`config.mk`:
```
export PLATFORM = sky130hd
export DESIGN_NAME = fbc_top
export DESIGN_NICKNAME = d
export VERILOG_FILES = /design/src/rtl/fbc_pkg.sv /design/src/rtl/fbc_cycle.sv /design/src/rtl/fbc_top.sv
export VERILOG_INCLUDE_DIRS = /design/src /design/src/rtl
export SDC_FILE = /design/constraint.sdc
export NUM_CORES = 1
export LEC_CHECK = 0
export BUFFER_PORTS_ARGS = -buffer_cell sky130_fd_sc_hd__buf_2
export CORE_ASPECT_RATIO = 1.5
export CORE_MARGIN = 5
export CORE_UTILIZATION = 30
export CTS_CLUSTER_DIAMETER = 50
export DETAILED_ROUTE_END_ITERATION = 8
export PLACE_DENSITY_LB_ADDON = 0.12
export REMOVE_ABC_BUFFERS = 1
export SLEW_MARGIN = 20
export SYNTH_ARGS = -nofsm -noshare
export SYNTH_HDL_FRONTEND = slang
export SYNTH_SLANG_ARGS = --single-unit
```
`constraint.sdc`:
```
create_clock -name aclk -period 7.9 [get_ports aclk]
set_input_delay 0.79 -clock aclk [delete_from_list [all_inputs] [get_ports aclk]]
set_output_delay 0.79 -clock aclk [all_outputs]
set_load 0.01 [all_outputs]
```
`src/rtl/fbc_defines.svh`:
```
// Register map and timing constants of the controller
`ifndef FBC_DEFINES_SVH
`define FBC_DEFINES_SVH

// Register byte offsets on the AXI4-Lite port
`define FBC_OFS_CTRL 4'h0
`define FBC_OFS_ADDR 4'h4
`define FBC_OFS_DATA 4'h8
`define FBC_OFS_STAT 4'hc

// Control register fields
`define FBC_CTRL_GO 0
`define FBC_CTRL_OP_LSB 1
`define FBC_CTRL_OP_MSB 3
`define FBC_CTRL_BYTE 4
`define FBC_CTRL_ACCEL 5
`define FBC_CTRL_RESET 6
`define FBC_CTRL_RESET_VAL 32'h0000_0000

// Status register fields
`define FBC_STAT_BUSY 0
`define FBC_STAT_RDY 1
`define FBC_STAT_DONE 2
`define FBC_STAT_BYPASS 3

// Times in ns and cycles at 250 MHz (4 ns period)
`define FBC_CLK_NS 4
`define FBC_ACC_NS 70
`define FBC_CE_NS 70
`define FBC_WP_NS 35
`define FBC_RP_NS 500
`define FBC_RH_NS 50
`define FBC_CYC(ns) (((ns) + `FBC_CLK_NS - 1) / `FBC_CLK_NS)

`endif

```
`src/rtl/fbc_pkg.sv`:
```
// Types shared by the flash bus controller files
package fbc_pkg;

    // Operations that software can start
    typedef enum logic [2:0] {
        FBC_OP_READ,
        FBC_OP_WRITE,
        FBC_OP_PROGRAM,
        FBC_OP_BYPASS_ENTER,
        FBC_OP_BYPASS_PROGRAM,
        FBC_OP_BYPASS_EXIT,
        FBC_OP_AUTOSELECT,
        FBC_OP_RESET_CMD
    } fbc_op_type;

    // One bus cycle towards the flash pins
    typedef struct packed {
        logic write;
        logic [22:0] addr;
        logic [15:0] data;
    } fbc_cycle_type;

    // Flash control pins, all active low
    typedef struct packed {
        logic chip_select_n;
        logic write_strobe_n;
        logic output_gate_n;
        logic reset_n;
        logic byte_mode_n;
    } fbc_ctl_type;

endpackage

```
`src/rtl/fbc_cycle.sv`:
```
// One timed read or write cycle on the flash pins
`timescale 1ns/1ps
`default_nettype none
`include "fbc_defines.svh"

module fbc_cycle #(
    parameter int ACC_CYC = `FBC_CYC(`FBC_ACC_NS),
    parameter int WP_CYC = `FBC_CYC(`FBC_WP_NS)
) (
    input wire logic aclk,
    input wire logic aresetn,
    input wire logic start,
    input wire fbc_pkg::fbc_cycle_type cyc,
    input wire logic [15:0] dq_sync,
    output logic busy,
    output logic done,
    output logic [15:0] rdata,
    output logic cs_n,
    output logic we_n,
    output logic oe_n,
    output logic [22:0] addr,
    output logic [15:0] dq_o,
    output logic dq_oe_n
);
    localparam int LEN = (ACC_CYC > WP_CYC) ? ACC_CYC + 3 : WP_CYC + 3;
    logic [7:0] cnt;
    logic wr;
    wire last = (cnt == 8'h01);

    ////////////////////////////////////////////////////////////////////////
    // Counter; the 3 extra cycles cover setup, hold and bus turnaround
    always_ff @(posedge aclk) begin
        if (!aresetn) begin
            cnt <= 8'h00;
            wr <= 1'b0;
            done <= 1'b0;
            rdata <= 16'h0000;
        end else begin
            done <= 1'b0;
            if (start && cnt == 8'h00) begin
                cnt <= LEN[7:0];
                wr <= cyc.write;
            end else if (cnt != 8'h00) begin
                cnt <= cnt - 8'h01;
                done <= last;
                if (last && !wr)
                    rdata <= dq_sync;
            end
        end
    end

    // Address and data latched at start
    always_ff @(posedge aclk) begin
        if (!aresetn) begin
            addr <= 23'h000000;
            dq_o <= 16'h0000;
        end else if (start && cnt == 8'h00) begin
            addr <= cyc.addr;
            dq_o <= cyc.data;
        end
    end

    // Chip select whole cycle, write strobe mid, gate for reads
    always_ff @(posedge aclk) begin
        if (!aresetn) begin
            cs_n <= 1'b1;
            we_n <= 1'b1;
            oe_n <= 1'b1;
            dq_oe_n <= 1'b1;
        end else begin
            cs_n <= !(cnt > 8'h01 || (start && cnt == 8'h00));
            we_n <= !(wr && cnt > 8'h02 && cnt < LEN[7:0]);
            oe_n <= !(!wr && cnt > 8'h01 && cnt < LEN[7:0]);
            dq_oe_n <= !(wr && cnt > 8'h01);
        end
    end

    assign busy = (cnt != 8'h00);

    // Writes never open the output gate
    property p_we_no_oe;
        @(posedge aclk) disable iff (!aresetn) !we_n |-> oe_n;
    endproperty
    a_we_no_oe: assert property (p_we_no_oe)
        else $error("write strobe with output gate");
endmodule
`default_nettype wire

```
`src/rtl/fbc_top.sv`:
```
// AXI4-Lite controller driving a dual-bank parallel NOR flash
`timescale 1ns/1ps
`default_nettype none
`include "fbc_defines.svh"

module fbc_top #(
    parameter int RP_CYC = `FBC_CYC(`FBC_RP_NS),
    parameter int RH_CYC = `FBC_CYC(`FBC_RH_NS),
    parameter int CE_CYC = `FBC_CYC(`FBC_CE_NS)
) (
    input wire logic aclk,
    input wire logic aresetn,
    input wire logic [3:0] s_axi_awaddr,
    input wire logic s_axi_awvalid,
    output logic s_axi_awready,
    input wire logic [31:0] s_axi_wdata,
    input wire logic [3:0] s_axi_wstrb,
    input wire logic s_axi_wvalid,
    output logic s_axi_wready,
    output logic [1:0] s_axi_bresp,
    output logic s_axi_bvalid,
    input wire logic s_axi_bready,
    input wire logic [3:0] s_axi_araddr,
    input wire logic s_axi_arvalid,
    output logic s_axi_arready,
    output logic [31:0] s_axi_rdata,
    output logic [1:0] s_axi_rresp,
    output logic s_axi_rvalid,
    input wire logic s_axi_rready,
    output logic [21:0] flash_addr,
    input wire logic [15:0] flash_dq_i,
    output logic [15:0] flash_dq_o,
    output logic [15:0] flash_dq_oe_n,
    output logic chip_select_n,
    output logic write_strobe_n,
    output logic output_gate_n,
    output logic reset_n,
    output logic byte_mode_n,
    output logic protect_accelerate_pin,
    input wire logic ready_busy_n
);
    typedef enum logic [3:0] {
        ST_RESET, ST_RECOVER, ST_IDLE, ST_ISSUE, ST_WAIT, ST_STANDBY_EXIT
    } fbc_state_type;

    fbc_state_type state;
    fbc_state_type next_state;
    logic [31:0] ctrl;
    logic [22:0] reg_addr;
    logic [15:0] reg_data;
    logic [15:0] rd_data;
    logic done_flag, bypass;
    logic [2:0] seq_idx, seq_len;
    logic [15:0] tmr;
    logic [15:0] dq_s1, dq_sync;
    logic rb_s1, rb_sync, aw_hold, w_hold;
    logic [3:0] aw_addr;
    logic [31:0] w_data;
    logic start;
    fbc_pkg::fbc_cycle_type cyc;
    logic cyc_busy, cyc_done;
    logic [15:0] cyc_rdata;
    logic [22:0] pin_addr;
    logic cs_n_c, we_n_c, oe_n_c, dq_oe_c;
    logic [15:0] dq_o_c;

    ////////////////////////////////////////////////////////////////////////
    // Two-flop synchronisers for flash pins
    always_ff @(posedge aclk) begin
        if (!aresetn) begin
            dq_s1 <= 16'h0000;
            dq_sync <= 16'h0000;
            rb_s1 <= 1'b0;
            rb_sync <= 1'b0;
        end else begin
            dq_s1 <= flash_dq_i;
            dq_sync <= dq_s1;
            rb_s1 <= ready_busy_n;
            rb_sync <= rb_s1;
        end
    end

    ////////////////////////////////////////////////////////////////////////
    // Write side: address and data in either order
    wire aw_take = s_axi_awvalid && s_axi_awready;
    wire w_take = s_axi_wvalid && s_axi_wready;
    wire wr_fire = (aw_hold || aw_take) && (w_hold || w_take)
        && !s_axi_bvalid;
    wire [3:0] wr_addr = aw_hold ? aw_addr : s_axi_awaddr;
    wire [31:0] wr_data = w_hold ? w_data : s_axi_wdata;
    wire wr_ctrl = wr_fire && wr_addr == `FBC_OFS_CTRL;
    wire go_req = wr_ctrl && wr_data[`FBC_CTRL_GO] && state == ST_IDLE;
    assign s_axi_awready = !aw_hold && !s_axi_bvalid;
    assign s_axi_wready = !w_hold && !s_axi_bvalid;
    assign s_axi_bresp = 2'b00;

    always_ff @(posedge aclk) begin
        if (!aresetn) begin
            aw_hold <= 1'b0;
            w_hold <= 1'b0;
            aw_addr <= 4'h0;
            w_data <= 32'h0000_0000;
            s_axi_bvalid <= 1'b0;
        end else begin
            if (aw_take && !wr_fire) begin
                aw_hold <= 1'b1;
                aw_addr <= s_axi_awaddr;
            end
            if (w_take && !wr_fire) begin
                w_hold <= 1'b1;
                w_data <= s_axi_wdata;
            end
            if (wr_fire) begin
                aw_hold <= 1'b0;
                w_hold <= 1'b0;
                s_axi_bvalid <= 1'b1;
            end else if (s_axi_bready)
                s_axi_bvalid <= 1'b0;
        end
    end

    // Register stores; go self-clears, byte masks ignored
    always_ff @(posedge aclk) begin
        if (!aresetn) begin
            ctrl <= `FBC_CTRL_RESET_VAL;
            reg_addr <= 23'h000000;
            reg_data <= 16'h0000;
        end else if (wr_fire) begin
            case (wr_addr)
                `FBC_OFS_CTRL: ctrl <= wr_data & ~32'h0000_0001;
                `FBC_OFS_ADDR: reg_addr <= wr_data[22:0];
                `FBC_OFS_DATA: reg_data <= wr_data[15:0];
                default: ;
            endcase
        end
    end

    ////////////////////////////////////////////////////////////////////////
    // AXI4-Lite read side: one cycle answer
    wire [31:0] stat_word = {28'h0000000, bypass, done_flag, rb_sync,
        state != ST_IDLE};
    wire [31:0] rd_mux = (s_axi_araddr == `FBC_OFS_CTRL) ? ctrl :
        (s_axi_araddr == `FBC_OFS_ADDR) ? {9'h000, reg_addr} :
        (s_axi_araddr == `FBC_OFS_DATA) ? {16'h0000, rd_data} :
        (s_axi_araddr == `FBC_OFS_STAT) ? stat_word : 32'h0000_0000;
    assign s_axi_arready = !s_axi_rvalid;
    assign s_axi_rresp = 2'b00;

    always_ff @(posedge aclk) begin
        if (!aresetn) begin
            s_axi_rvalid <= 1'b0;
            s_axi_rdata <= 32'h0000_0000;
        end else if (s_axi_arvalid && s_axi_arready) begin
            s_axi_rvalid <= 1'b1;
            s_axi_rdata <= rd_mux;
        end else if (s_axi_rready)
            s_axi_rvalid <= 1'b0;
    end

    ////////////////////////////////////////////////////////////////////////
    // Bank and sector bits ride in reg_addr unchanged
    wire fbc_pkg::fbc_op_type op =
        fbc_pkg::fbc_op_type'(ctrl[`FBC_CTRL_OP_MSB:`FBC_CTRL_OP_LSB]);
    wire byte_mode = ctrl[`FBC_CTRL_BYTE];
    wire [22:0] unl_a = byte_mode ? 23'h000aaa : 23'h000555;
    wire [22:0] unl_b = byte_mode ? 23'h000555 : 23'h0002aa;
    wire accel = ctrl[`FBC_CTRL_ACCEL];
    wire bypass_like = bypass || accel;

    // Sequence length per operation, short program in bypass or boost
    always_comb begin
        case (op)
            fbc_pkg::FBC_OP_PROGRAM: seq_len = bypass_like ? 3'h2 : 3'h4;
            fbc_pkg::FBC_OP_BYPASS_ENTER: seq_len = 3'h3;
            fbc_pkg::FBC_OP_BYPASS_PROGRAM: seq_len = 3'h2;
            fbc_pkg::FBC_OP_BYPASS_EXIT: seq_len = 3'h2;
            fbc_pkg::FBC_OP_AUTOSELECT: seq_len = 3'h4;
            default: seq_len = 3'h1;
        endcase
    end

    // Bus cycle for the current sequence step
    wire short_prog = (op == fbc_pkg::FBC_OP_PROGRAM && bypass_like)
        || op == fbc_pkg::FBC_OP_BYPASS_PROGRAM;
    always_comb begin
        cyc.write = 1'b1;
        cyc.addr = reg_addr;
        cyc.data = reg_data;
        if (op == fbc_pkg::FBC_OP_READ) begin
            cyc.write = 1'b0;
        end else if (op == fbc_pkg::FBC_OP_WRITE) begin
            cyc.write = 1'b1;
        end else if (op == fbc_pkg::FBC_OP_RESET_CMD) begin
            cyc.data = 16'h00f0;
        end else if (short_prog) begin
            cyc.data = (seq_idx == 3'h0) ? 16'h00a0 : reg_data;
        end else if (op == fbc_pkg::FBC_OP_BYPASS_EXIT) begin
            cyc.data = (seq_idx == 3'h0) ? 16'h0090 : 16'h0000;
        end else if (seq_idx == 3'h0) begin
            cyc.addr = unl_a;
            cyc.data = 16'h00aa;
        end else if (seq_idx == 3'h1) begin
            cyc.addr = unl_b;
            cyc.data = 16'h0055;
        end else if (seq_idx == 3'h2) begin
            cyc.addr = (op == fbc_pkg::FBC_OP_PROGRAM) ? unl_a :
                {reg_addr[22:12], unl_a[11:0]};
            cyc.data = (op == fbc_pkg::FBC_OP_PROGRAM) ? 16'h00a0 :
                (op == fbc_pkg::FBC_OP_AUTOSELECT) ? 16'h0090 : 16'h0020;
        end else begin
            cyc.write = (op != fbc_pkg::FBC_OP_AUTOSELECT);
        end
    end

    assign start = (state == ST_ISSUE) && !cyc_busy;

    ////////////////////////////////////////////////////////////////////////
    // Main sequencer
    always_comb begin
        next_state = state;
        case (state)
            ST_RESET: if (tmr == 16'h0000) next_state = ST_RECOVER;
            ST_RECOVER: if (tmr == 16'h0000) next_state = ST_IDLE;
            ST_IDLE: if (go_req) next_state = ST_STANDBY_EXIT;
            ST_STANDBY_EXIT: if (tmr == 16'h0000) next_state = ST_ISSUE;
            ST_ISSUE: if (start) next_state = ST_WAIT;
            ST_WAIT: if (cyc_done)
                next_state = (seq_idx + 3'h1 == seq_len) ? ST_IDLE : ST_ISSUE;
            default: next_state = ST_IDLE;
        endcase
        if (wr_ctrl && wr_data[`FBC_CTRL_RESET])
            next_state = ST_RESET;
    end

    // State, timers and sequence index
    always_ff @(posedge aclk) begin
        if (!aresetn) begin
            state <= ST_RESET;
            tmr <= RP_CYC[15:0];
            seq_idx <= 3'h0;
        end else begin
            state <= next_state;
            if (next_state != state)
                tmr <= (next_state == ST_RESET) ? RP_CYC[15:0] :
                    (next_state == ST_RECOVER) ? RH_CYC[15:0] :
                    (next_state == ST_STANDBY_EXIT) ? CE_CYC[15:0] :
                    16'h0000;
            else if (tmr != 16'h0000 && !(state == ST_RESET && !rb_sync))
                tmr <= tmr - 16'h0001;
            if (state == ST_IDLE)
                seq_idx <= 3'h0;
            else if (state == ST_WAIT && cyc_done)
                seq_idx <= seq_idx + 3'h1;
        end
    end

    // Done flag: set wins over clear by a status write
    always_ff @(posedge aclk) begin
        if (!aresetn) begin
            done_flag <= 1'b0;
            rd_data <= 16'h0000;
            bypass <= 1'b0;
        end else begin
            if (state == ST_WAIT && next_state == ST_IDLE)
                done_flag <= 1'b1;
            else if (go_req || (wr_fire && wr_addr == `FBC_OFS_STAT))
                done_flag <= 1'b0;
            if (state == ST_WAIT && cyc_done && !cyc.write)
                rd_data <= byte_mode ? {8'h00, cyc_rdata[7:0]} : cyc_rdata;
            if (state == ST_RESET)
                bypass <= 1'b0;
            else if (state == ST_WAIT && next_state == ST_IDLE)
                bypass <= (op == fbc_pkg::FBC_OP_BYPASS_ENTER) ? 1'b1 :
                    (op == fbc_pkg::FBC_OP_BYPASS_EXIT ||
                    op == fbc_pkg::FBC_OP_RESET_CMD) ? 1'b0 : bypass;
        end
    end

    fbc_cycle u_cycle (
        .aclk(aclk),
        .aresetn(aresetn),
        .start(start),
        .cyc(cyc),
        .dq_sync(dq_sync),
        .busy(cyc_busy),
        .done(cyc_done),
        .rdata(cyc_rdata),
        .cs_n(cs_n_c),
        .we_n(we_n_c),
        .oe_n(oe_n_c),
        .addr(pin_addr),
        .dq_o(dq_o_c),
        .dq_oe_n(dq_oe_c)
    );

    ////////////////////////////////////////////////////////////////////////
    // Pin mapping; chip select high between cycles gives standby
    // Strobes forced high in reset: a cut cycle must not reach the pins
    assign chip_select_n = cs_n_c || !reset_n;
    assign write_strobe_n = we_n_c || !reset_n;
    assign output_gate_n = oe_n_c || !reset_n;
    assign reset_n = (state != ST_RESET);
    assign byte_mode_n = !byte_mode;
    assign protect_accelerate_pin = accel;
    assign flash_addr = byte_mode ? pin_addr[22:1] : pin_addr[21:0];
    // Top data line carries the low address bit in byte mode
    assign flash_dq_o = byte_mode ? {pin_addr[0], 7'h00, dq_o_c[7:0]}
        : dq_o_c;
    assign flash_dq_oe_n = byte_mode ? {1'b0, 7'h7f, {8{dq_oe_c}}}
        : {16{dq_oe_c}};

    ////////////////////////////////////////////////////////////////////////
    // Checks
    property p_cmd_pins;
        @(posedge aclk) disable iff (!aresetn)
        !write_strobe_n |-> !chip_select_n && output_gate_n;
    endproperty
    a_cmd_pins: assert property (p_cmd_pins)
        else $error("write strobe without command pin levels");
    property p_reset_held;
        @(posedge aclk) disable iff (!aresetn)
        $fell(reset_n) |-> !reset_n [*8];
    endproperty
    a_reset_held: assert property (p_reset_held)
        else $error("reset pulse too short");
    property p_no_cycle_in_reset;
        @(posedge aclk) disable iff (!aresetn)
        !reset_n |-> chip_select_n;
    endproperty
    a_no_cycle_in_reset: assert property (p_no_cycle_in_reset)
        else $error("flash selected during reset");
    property p_byte_pin;
        @(posedge aclk) disable iff (!aresetn)
        byte_mode_n == !ctrl[`FBC_CTRL_BYTE];
    endproperty
    a_byte_pin: assert property (p_byte_pin)
        else $error("byte select mismatch");
    property p_short_prog;
        @(posedge aclk) disable iff (!aresetn)
        state == ST_ISSUE && short_prog |-> seq_len == 3'h2;
    endproperty
    a_short_prog: assert property (p_short_prog)
        else $error("bypass program not two cycles");
    c_program: cover property (@(posedge aclk) disable iff (!aresetn)
        state == ST_WAIT && op == fbc_pkg::FBC_OP_PROGRAM ##1
        state == ST_IDLE);
    c_bypass: cover property (@(posedge aclk) disable iff (!aresetn)
        $rose(bypass));
    c_reset: cover property (@(posedge aclk) disable iff (!aresetn)
        $fell(reset_n));
endmodule
`default_nettype wire

```
# [Word-level counts from Yosys, hierarchy flattened]
# Cells that the tools add are included.
[word_totals] ff_bits=286 latchBits=0 mem_bits_rw=0 mem_bits_ro=0 elab_cells=209 n_memories=0
[op_classes] add_sub_neg=3 multipliers=0 div_mod_pow=0 order_cmp=3 eq_ne=28 n_shift=0 n_mux=59 bitwise=3 reduce_logical=82
[ops] op="$mux 39" count=5
[ops] op="$mux 16" count=10
[ops] op="$mux 24" count=3
[ops] op="$mux 32" count=2
[ops] op="$mux 23" count=2
[ops] op="$mux 4" count=9
[ops] op="$logic_and 1x1->1" count=28
[ops] op="$mux 8" count=3
[ops] op="$pmux 4 s6" count=1
[ops] op="$mux 22" count=1
[ops] op="$eq 4x3->1 const B" count=5
[ops] op="$mux 5" count=4
[ops] op="$eq 4x4->1 const B" count=4
[ops] op="$logic_not 1->1" count=16
[ops] op="$logic_not 16->1" count=1
[ops] op="$logic_not 4->1" count=4
[ops] op="$reduce_bool 16->1" count=1
[ops] op="$sub 16x1->16 const B" count=1
[ops] op="$mux 1" count=14
[ops] op="$eq 3x3->1 const B" count=4
[ops] op="$eq 4x2->1 const B" count=3
[ops] op="$mux 12" count=1
[ops] op="$pmux 3 s4" count=1
[ops] op="$reduce_bool 2->1" count=6
[ops] op="other kinds (26)" count=49

# [Depth between registers and ports, before layout]
# Gate-level depths: netlist of run 1.
[depth] ltp_word=17 mapped_depth=12 ltp_nobuf=10

# [By module]
# Synthesis of run 1 repeated with hierarchy kept, for this count alone.
[unflattened] cells_unflattened=1517 hier_area_um2=12898.6
[modules_own_cells] module="fbc_top" instances=1 cells_each=1202 area_per_inst_um2=10018.4
[modules_own_cells] module="fbc_cycle" instances=1 cells_each=315 area_per_inst_um2=2880.3

# [Worst setup path before layout of run 1]
# No wires, ideal clock.
[synth_path] path_kind="input port to flip-flop" start="input port s_axi_awaddr[0]" end="register tmr[6]" arrival_time_ns=3.222 t_required_ns=7.780 path_slack_ns=4.558 stages=10 cell_sequence="or3_1 a2111o_1 buf_2 nor3_4 a311oi_1 a2111oi_4 nand4b_4 or2_4 buf_6 o31a_1"
[synth_between] elab_chain_cells=11
[synth_lines] item="start: declaration" line_no="fbc_top.sv:13" rtl="input wire logic [3:0] s_axi_awaddr,"
[synth_lines] item="$mux 4 (*)" line_no="fbc_top.sv:89" rtl="wire [3:0] wr_addr = aw_hold ? aw_addr : s_axi_awaddr;"
[synth_lines] item="$logic_not 4->1 (*)"
[synth_lines] item="$logic_and 1x1->1 (no source line) (*)"
[synth_lines] item="$logic_and 1x1->1 (2 in a row)" line_no="fbc_top.sv:92" rtl="wire go_req = wr_ctrl && wr_data[`FBC_CTRL_GO] && state == ST_IDLE;"
[synth_lines] item="$mux 4" line_no="fbc_top.sv:224" rtl="ST_IDLE: if (go_req) next_state = ST_STANDBY_EXIT;"
[synth_lines] item="$pmux 4 s6" line_no="fbc_top.sv:221" rtl="case (state)"
[synth_lines] item="$mux 4 (*)" line_no="fbc_top.sv:231" rtl="if (wr_ctrl && wr_data[`FBC_CTRL_RESET])"
[synth_lines] item="$logic_not 4->1" line_no="fbc_top.sv:244" rtl="tmr <= (next_state == ST_RESET) ? RP_CYC[15:0] :"
[synth_lines] item="$mux 7" line_no="fbc_top.sv:244"
[synth_lines] item="$mux 16" line_no="fbc_top.sv:243" rtl="if (next_state != state)"
[synth_lines] item="end signal: assignment" line_no="fbc_top.sv:239" rtl="tmr <= RP_CYC[15:0];"
[synth_lines] item="end signal: assignment" line_no="fbc_top.sv:244"
[synth_lines] item="end signal: assignment" line_no="fbc_top.sv:249" rtl="tmr <= tmr - 16'h0001;"
[synth_lines] item="end: declaration" line_no="fbc_top.sv:54" rtl="logic [15:0] tmr;"
# Mark *: on every way between the ends. The rest lies on a longest branch, timed or not.
# A chain may end at the register's enable or synchronous reset.

# [Worst setup path after layout of run 1]
[layout_path] start="register u_cycle.cnt[5]" end="register tmr[4]"
[layout_between] elab_chain_cells=11
[layout_lines] item="start: declaration" line_no="fbc_cycle.sv:26" rtl="logic [7:0] cnt;"
[layout_lines] item="start signal: assignment" line_no="fbc_cycle.sv:41" rtl="cnt <= LEN[7:0];"
[layout_lines] item="start signal: assignment" line_no="fbc_cycle.sv:44" rtl="cnt <= cnt - 8'h01;"
[layout_lines] item="$reduce_bool 8->1 (*)" line_no="fbc_cycle.sv:78" rtl="assign busy = (cnt != 8'h00);"
[layout_lines] item="$logic_not 1->1 (*)" line_no="fbc_top.sv:215" rtl="assign start = (state == ST_ISSUE) && !cyc_busy;"
[layout_lines] item="$logic_and 1x1->1 (*)" line_no="fbc_top.sv:215"
[layout_lines] item="$mux 4 (*)" line_no="fbc_top.sv:226" rtl="ST_ISSUE: if (start) next_state = ST_WAIT;"
[layout_lines] item="$pmux 4 s6 (*)" line_no="fbc_top.sv:221"
[layout_lines] item="$mux 4 (*)" line_no="fbc_top.sv:231"
[layout_lines] item="$eq 4x3->1" line_no="fbc_top.sv:246" rtl="(next_state == ST_STANDBY_EXIT) ? CE_CYC[15:0] :"
[layout_lines] item="$mux 5" line_no="fbc_top.sv:246"
[layout_lines] item="$mux 5" line_no="fbc_top.sv:245" rtl="(next_state == ST_RECOVER) ? RH_CYC[15:0] :"
[layout_lines] item="$mux 7" line_no="fbc_top.sv:244"
[layout_lines] item="$mux 16" line_no="fbc_top.sv:243"
# Marked as above.

==> results.json, run 1 <==
{
  "status": "finished clean",
  "crit_type": "flop to flop",
  "grt_usage": 0.151,
  "synth_enable_flop_cells": 0,
  "antenna_found_initial": 1,
  "fin_crit_sh": 0.456,
  "fmax_mhz": 277,
  "synthDominantCellAreaShare": 0.472,
  "critPathTopFamily": "simple AND/OR/NAND/NOR gates",
  "clk-insertion-delay-late_ps": 570,
  "worst_setup_path_start_kind": "flop",
  "ir_drop_v": 0.000163,
  "io_buffers": 160,
  "grt-ovfl-total": 0,
  "place_area_um2": 13100,
  "grt_pass1_wl_um": 54600,
  "post-synth-top-count-cell": "dfxtp_1",
  "routed_wl_um": 35100,
  "synth.area.top_cells": "dfxtp_1, nand2_1, nor2_1, a21oi_1, mux2i_1",
  "grtUsageMet1": 0.171,
  "p_total_mw": 3.58,
  "grt_start_max_net_pins": 102,
  "reg2reg_depth": 8,
  "path_depth": 8,
  "worst_pin_slew_ps": 1060,
  "initial_core_util": 0.303,
  "required_ps": 8360,
  "hold_ws_ps": 398,
  "drc_errors": 0,
  "cts-htree-levels": 1,
  "slowest_delay_ps": 540,
  "dpl.cell_count": 1966,
  "ys_seq_elements": 286,
  "vias": 9850,
  "routabilityCongestion": 0.815,
  "die-area_um2": 44600,
  "root_buffer": "clkbuf_16",
  "wl_per_cell_um": 17.3,
  "yosysWarnings": 0,
  "grt_pass1_vias": 9632,
  "setup_ws_ps": 4300,
  "slew_violations": 0,
  "clk_pin_slew_ps": 60,
  "worstPathArrival_ps": 4070,
  "crit_fanout": 12,
  "synth_largest_area_cell": "dfxtp_1",
  "end_kind": "flop",
  "cts_buffers": 31,
  "dr.pass1.iters": 5,
  "cts.sink_count": 286,
  "post_cts_resized": 0,
  "hp-class": "primary input to flop",
  "grt.met2_usage": 0.285,
  "die_h_um": 256,
  "core_area_um2": 40100,
  "async_flop_share": 0,
  "drt.antenna.violating_nets": 0,
  "nets": 1569,
  "fillers": 4186,
  "cts_tree": "built",
  "final_area_um2": 14300,
  "area_delta_synth_final_pct": 17.6,
  "cp_slowest_cell": "nor4_2",
  "min_from": "s_axi_rready",
  "finalSetupTns_ps": 0,
  "fin_cells": 2025,
  "rows": 90,
  "worst-path-buf-inv": 0,
  "final_util": 0.356,
  "drive_gt1_frac": 0.182,
  "leakagePower_nw": 5.38,
  "syn-cell-area_um2": 12100,
  "hpwl_um": 24100,
  "hold_buffers": 0,
  "drtIter0Drc": 565,
  "ios": 169,
  "fin_crit_ps": 3600,
  "via_per_inst": 4.86,
  "yosysUniqueCellTypes": 72,
  "drv_cap": 0,
  "reg2reg_from": "u_cycle.cnt[5]",
  "slew_headroom": 0.289,
  "p_per_area_nw_per_um2": 251,
  "synthesis.instances": 1404,
  "r2r-end": "tmr[4]",
  "holdPathEnd": "s_axi_rvalid",
  "rsz0062_at_grt": "false",
  "top_usage_layer": "met2",
  "post_cts.repair.setup_buffers": 0,
  "pre_cts_slack_ps": 4090,
  "die_width_um": 174,
  "clock_path_buffers": 3,
  "yosysSeqAreaShare": 0.472,
  "regToRegSetupSlack_ps": 4300,
  "grtUsageMet3": 0.0279,
  "setup_viol_count_final": 0,
  "synth_ff_type": "dfxtp_1",
  "finClkSkew_ps": 15.4,
  "synth_common_cells": "dfxtp_1, nand2_1, nor2_1",
  "hold_path_depth": 2,
  "hold_viol": 0,
  "syn_area_per_cell_um2": 8.64,
  "worstPathCellList": "nor4_2 -> and3_1 -> nand3_1 -> a41o_1 -> a2111oi_4 -> nand4b_4 -> or2_4 -> o32a_1"
}
[worst register-to-register path, delay by kind of cell, from the launching register on]
kind / cells / cell delay, ps
compound gates: 3 / 1190
simple gates: 5 / 1970
flops: 1 / 350
[flip-flops by register name, summed over array words and instances (netlist names), 23 cells and up]
register / flops
w_data: 32
reg_addr: 23
ctrl: 31
u_cycle.addr: 23
s_axi_rdata: 32
[area by class of cell]
| cell class | count | area [um2] | share of cell area |
|---|---|---|---|
| Sequential cell | 286 | 5730 | 0.401 |
| Multi-Input combinational cell | 980 | 5810 | 0.407 |
| Tap cell | 506 | 633 | 0.0444 |
| Antenna cell | 1 | 2.50 | 0.000175 |
| Timing Repair Buffer | 174 | 906 | 0.0635 |
| Clock buffer | 40 | 860 | 0.0602 |
| Inverter | 20 | 80.1 | 0.00561 |
| Clock inverter | 18 | 255 | 0.0179 |
[worst max path at each step]
stage	startpoint	endpoint	slack [ps]
floorplan	aresetn	u_cycle.addr[12]	2540
global placement	s_axi_awaddr[0]	tmr[4]	4080
detailed placement	s_axi_awaddr[0]	tmr[4]	4090
CTS	w_hold	tmr[4]	4280
global route	u_cycle.cnt[5]	tmr[4]	4070
finish	u_cycle.cnt[5]	tmr[4]	4300
[power by group]
part	switching, mW	internal [mW]	total (mW)
registers	0.0541	1.51	1.56
clock network	0.612	0.963	1.58
logic	0.278	0.159	0.437
[layout by cell type, fill, tap and decap left out, types with 5 or more instances in the layout]
| cell | n |
|---|---|
| nor4_1 | 6 |
| clkinv_2 | 7 |
| or4_1 | 5 |
| bufinv_16 | 6 |
| dfxtp_1 | 284 |
| buf_2 | 160 |
| a22oi_1 | 14 |
| and3_1 | 7 |
| a21oi_1 | 114 |
| and2_1 | 38 |
| nor3_1 | 33 |
| inv_1 | 18 |
| nand2b_1 | 17 |
| a211oi_1 | 73 |
| mux2i_1 | 56 |
| buf_4 | 14 |
| o21ai_0 | 51 |
| nor2_1 | 171 |
| clkbuf_8 | 5 |
| conb_1 | 5 |
| a31oi_1 | 8 |
| mux2_2 | 27 |
| or3_1 | 8 |
| nand3_1 | 27 |
| a221oi_1 | 6 |
| a22o_1 | 23 |
| nand2_1 | 179 |
| xnor2_1 | 17 |
| clkbuf_16 | 31 |
| nor2b_1 | 14 |
| ha_1 | 8 |
[cell families (layout without fill, tap and decap cells)]
group,after synthesis,in the layout,share of synthesized area
other,1,6,0.000309
buffers and inverters,142,252,0.0529
AO/OA/AOI/OAI,329,329,0.178
AND/OR/NAND/NOR,534,534,0.202
flip-flops,286,286,0.472
adder cells (fa/ha/maj),8,8,0.00825
multiplexers,83,83,0.0713
XOR/XNOR,21,21,0.0152
[routing by layer]
metal  vias to the layer above  part of all wire
met2                       188              0.53
li1                       5037                 -
met1                      4586              0.41
met4                         0             0.022
met5                         -                 0
met3                        39             0.040
No activity file was read; power rests on OpenSTA's default activity.
==> run 2, diff against run 1 <==
- clock period: 7.9 -> 3.02 ns (I/O delays scaled with it)
==> results.json, run 2 (synthesis gave the netlist of run 1 again) <==
{
  "status": "finished clean",
  "cts.sink_count": 286,
  "cts_tree": "built",
  "leakagePower_nw": 5.87,
  "grt_start_max_net_pins": 63,
  "fmax_mhz": 348,
  "crit_type": "primary input to flop",
  "grt_pass1_vias": 10100,
  "clock_path_buffers": 3,
  "initial_core_util": 0.303,
  "dr.pass1.iters": 5,
  "grt_usage": 0.156,
  "antenna_found_initial": 1,
  "finClkSkew_ps": 12.3,
  "clk-insertion-delay-late_ps": 580,
  "drtIter0Drc": 624,
  "fin_crit_ps": 2870,
  "hpwl_um": 25400,
  "vias": 10200,
  "seqCellArea_um2": 5730,
  "setup_viol_count_final": 0,
  "nets": 1669,
  "via_per_inst": 4.81,
  "die_h_um": 256,
  "rsz0062_at_grt": "false",
  "drc_errors": 0,
  "core_area_um2": 40100,
  "die-area_um2": 44600,
  "p_per_area_nw_per_um2": 626,
  "ir_drop_v": 0.000440,
  "finalSetupTns_ps": 0,
  "final_area_um2": 15200,
  "hold_ws_ps": 36.6,
  "worst_pin_slew_ps": 709,
  "routed_wl_um": 35900,
  "fin_crit_sh": 0.952,
  "multi_input_area_um2": 5810,
  "slew_violations": 0,
  "place_area_um2": 13500,
  "slew_headroom": 0.527,
  "rows": 90,
  "crit_fanout": 4,
  "mostFrequentLayoutCells": "dfxtp_1, nand2_1, nor2_1, buf_2, a21oi_1",
  "end_kind": "flop",
  "clk_pin_slew_ps": 60,
  "fillers": 4137,
  "drive_gt1_frac": 0.200,
  "ios": 169,
  "required_ps": 3490,
  "hold_viol": 0,
  "grt_pass1_wl_um": 56900,
  "drt.antenna.violating_nets": 0,
  "worstPathArrival_ps": 3340,
  "final_common_cell": "dfxtp_1",
  "wl_per_cell_um": 16.9,
  "setup_ws_ps": 145,
  "cts-htree-levels": 1,
  "worst_setup_path_start_kind": "primary input",
  "hp-class": "primary input to flop",
  "root_buffer": "clkbuf_16",
  "drv_cap": 0,
  "io_buffers": 160,
  "grt-ovfl-total": 0,
  "pre_cts_slack_ps": -18.7,
  "area_delta_synth_final_pct": 25.5,
  "top_regs": "s_axi_rdata (32), w_data (32), ctrl (31)",
  "cts_buffers": 31,
  "die_width_um": 174,
  "routabilityCongestion": 0.846
}
run 2: cell types whose count changed in the layout (fill, tap and decap cells not counted), sizes merged:
cell and change:
clkinvlp -2, clkinv -3, bufinv -2, buf +46, clkbuf +5, inv +2, dlygate4sd3 +54
run 2: timing repair:
action                                  in CTS  in global routing
hold buffers                                54                  0
endpoints found under the hold margin       53                  0
endpoints found under the setup margin       4                  4
cloned                                       0                  0
gates resized for setup                      2                  3
pin swaps                                    0                  3
setup buffers                                0                  1
run 2: final timing paths:
| path | start | to | slack, ps | cells past startpoint |
|---|---|---|---|---|
| max | s_axi_awaddr[0] | tmr[4] | 150 | 11 |
| min | s_axi_awvalid | aw_hold | 40 | 3 |
| min reg2reg | dq_s1[15] | dq_sync[15] | 430 | 1 |
| max reg2reg | aw_hold | tmr[4] | 190 | 9 |
run 2: where the power goes:
part,switching (mW),internal [mW],total (mW)
Sequential,0.131,3.95,4.08
Clock,1.61,2.49,4.10
Combinational,0.780,0.567,1.35
Total,2.52,7.00,9.52
run 2: cell type report:
type / instances / share of cell area
Multi-Input combinational cell: 980 / 0.382
Sequential cell: 286 / 0.376
Timing Repair Buffer: 274 / 0.121
Clock buffer: 45 / 0.0610
Tap cell: 506 / 0.0416
Clock inverter: 13 / 0.0128
Inverter: 20 / 0.00526
Antenna cell: 1 / 0.000164
run 2: layer usage:
| metal | global-route usage | wire, um | vias to the layer above |
|---|---|---|---|
| li1 | - | - | 5244 |
| met1 | 0.181 | 14800 | 4718 |
| met2 | 0.291 | 18700 | 210 |
| met3 | 0.0240 | 1450 | 54 |
| met4 | 0.0511 | 995 | 0 |
| met5 | 0 | 0 | - |
run 2: worst max-delay path: stages:
cell,delay [ps]
dlygate4sd3_1,530
buf_2,130
or3_1,380
a2111oi_2,370
buf_4,190
nand2_2,50
a41o_1,220
a2111oi_4,410
nand4b_4,160
or2_4,270
o32a_1,320
run 2: per-stage QoR:
step | util | power (mW) | std cells
4_1_cts | 0.379 | 9.70 | 2123
5_1_grt | 0.380 | 10.0 | 2124
2_1_floorplan | - | 4.92 | 1286
3_3_place_gp | 0.338 | 5.45 | 2011
6_report | 0.380 | 9.52 | 2125
3_5_place_dp | 0.338 | 5.47 | 2011
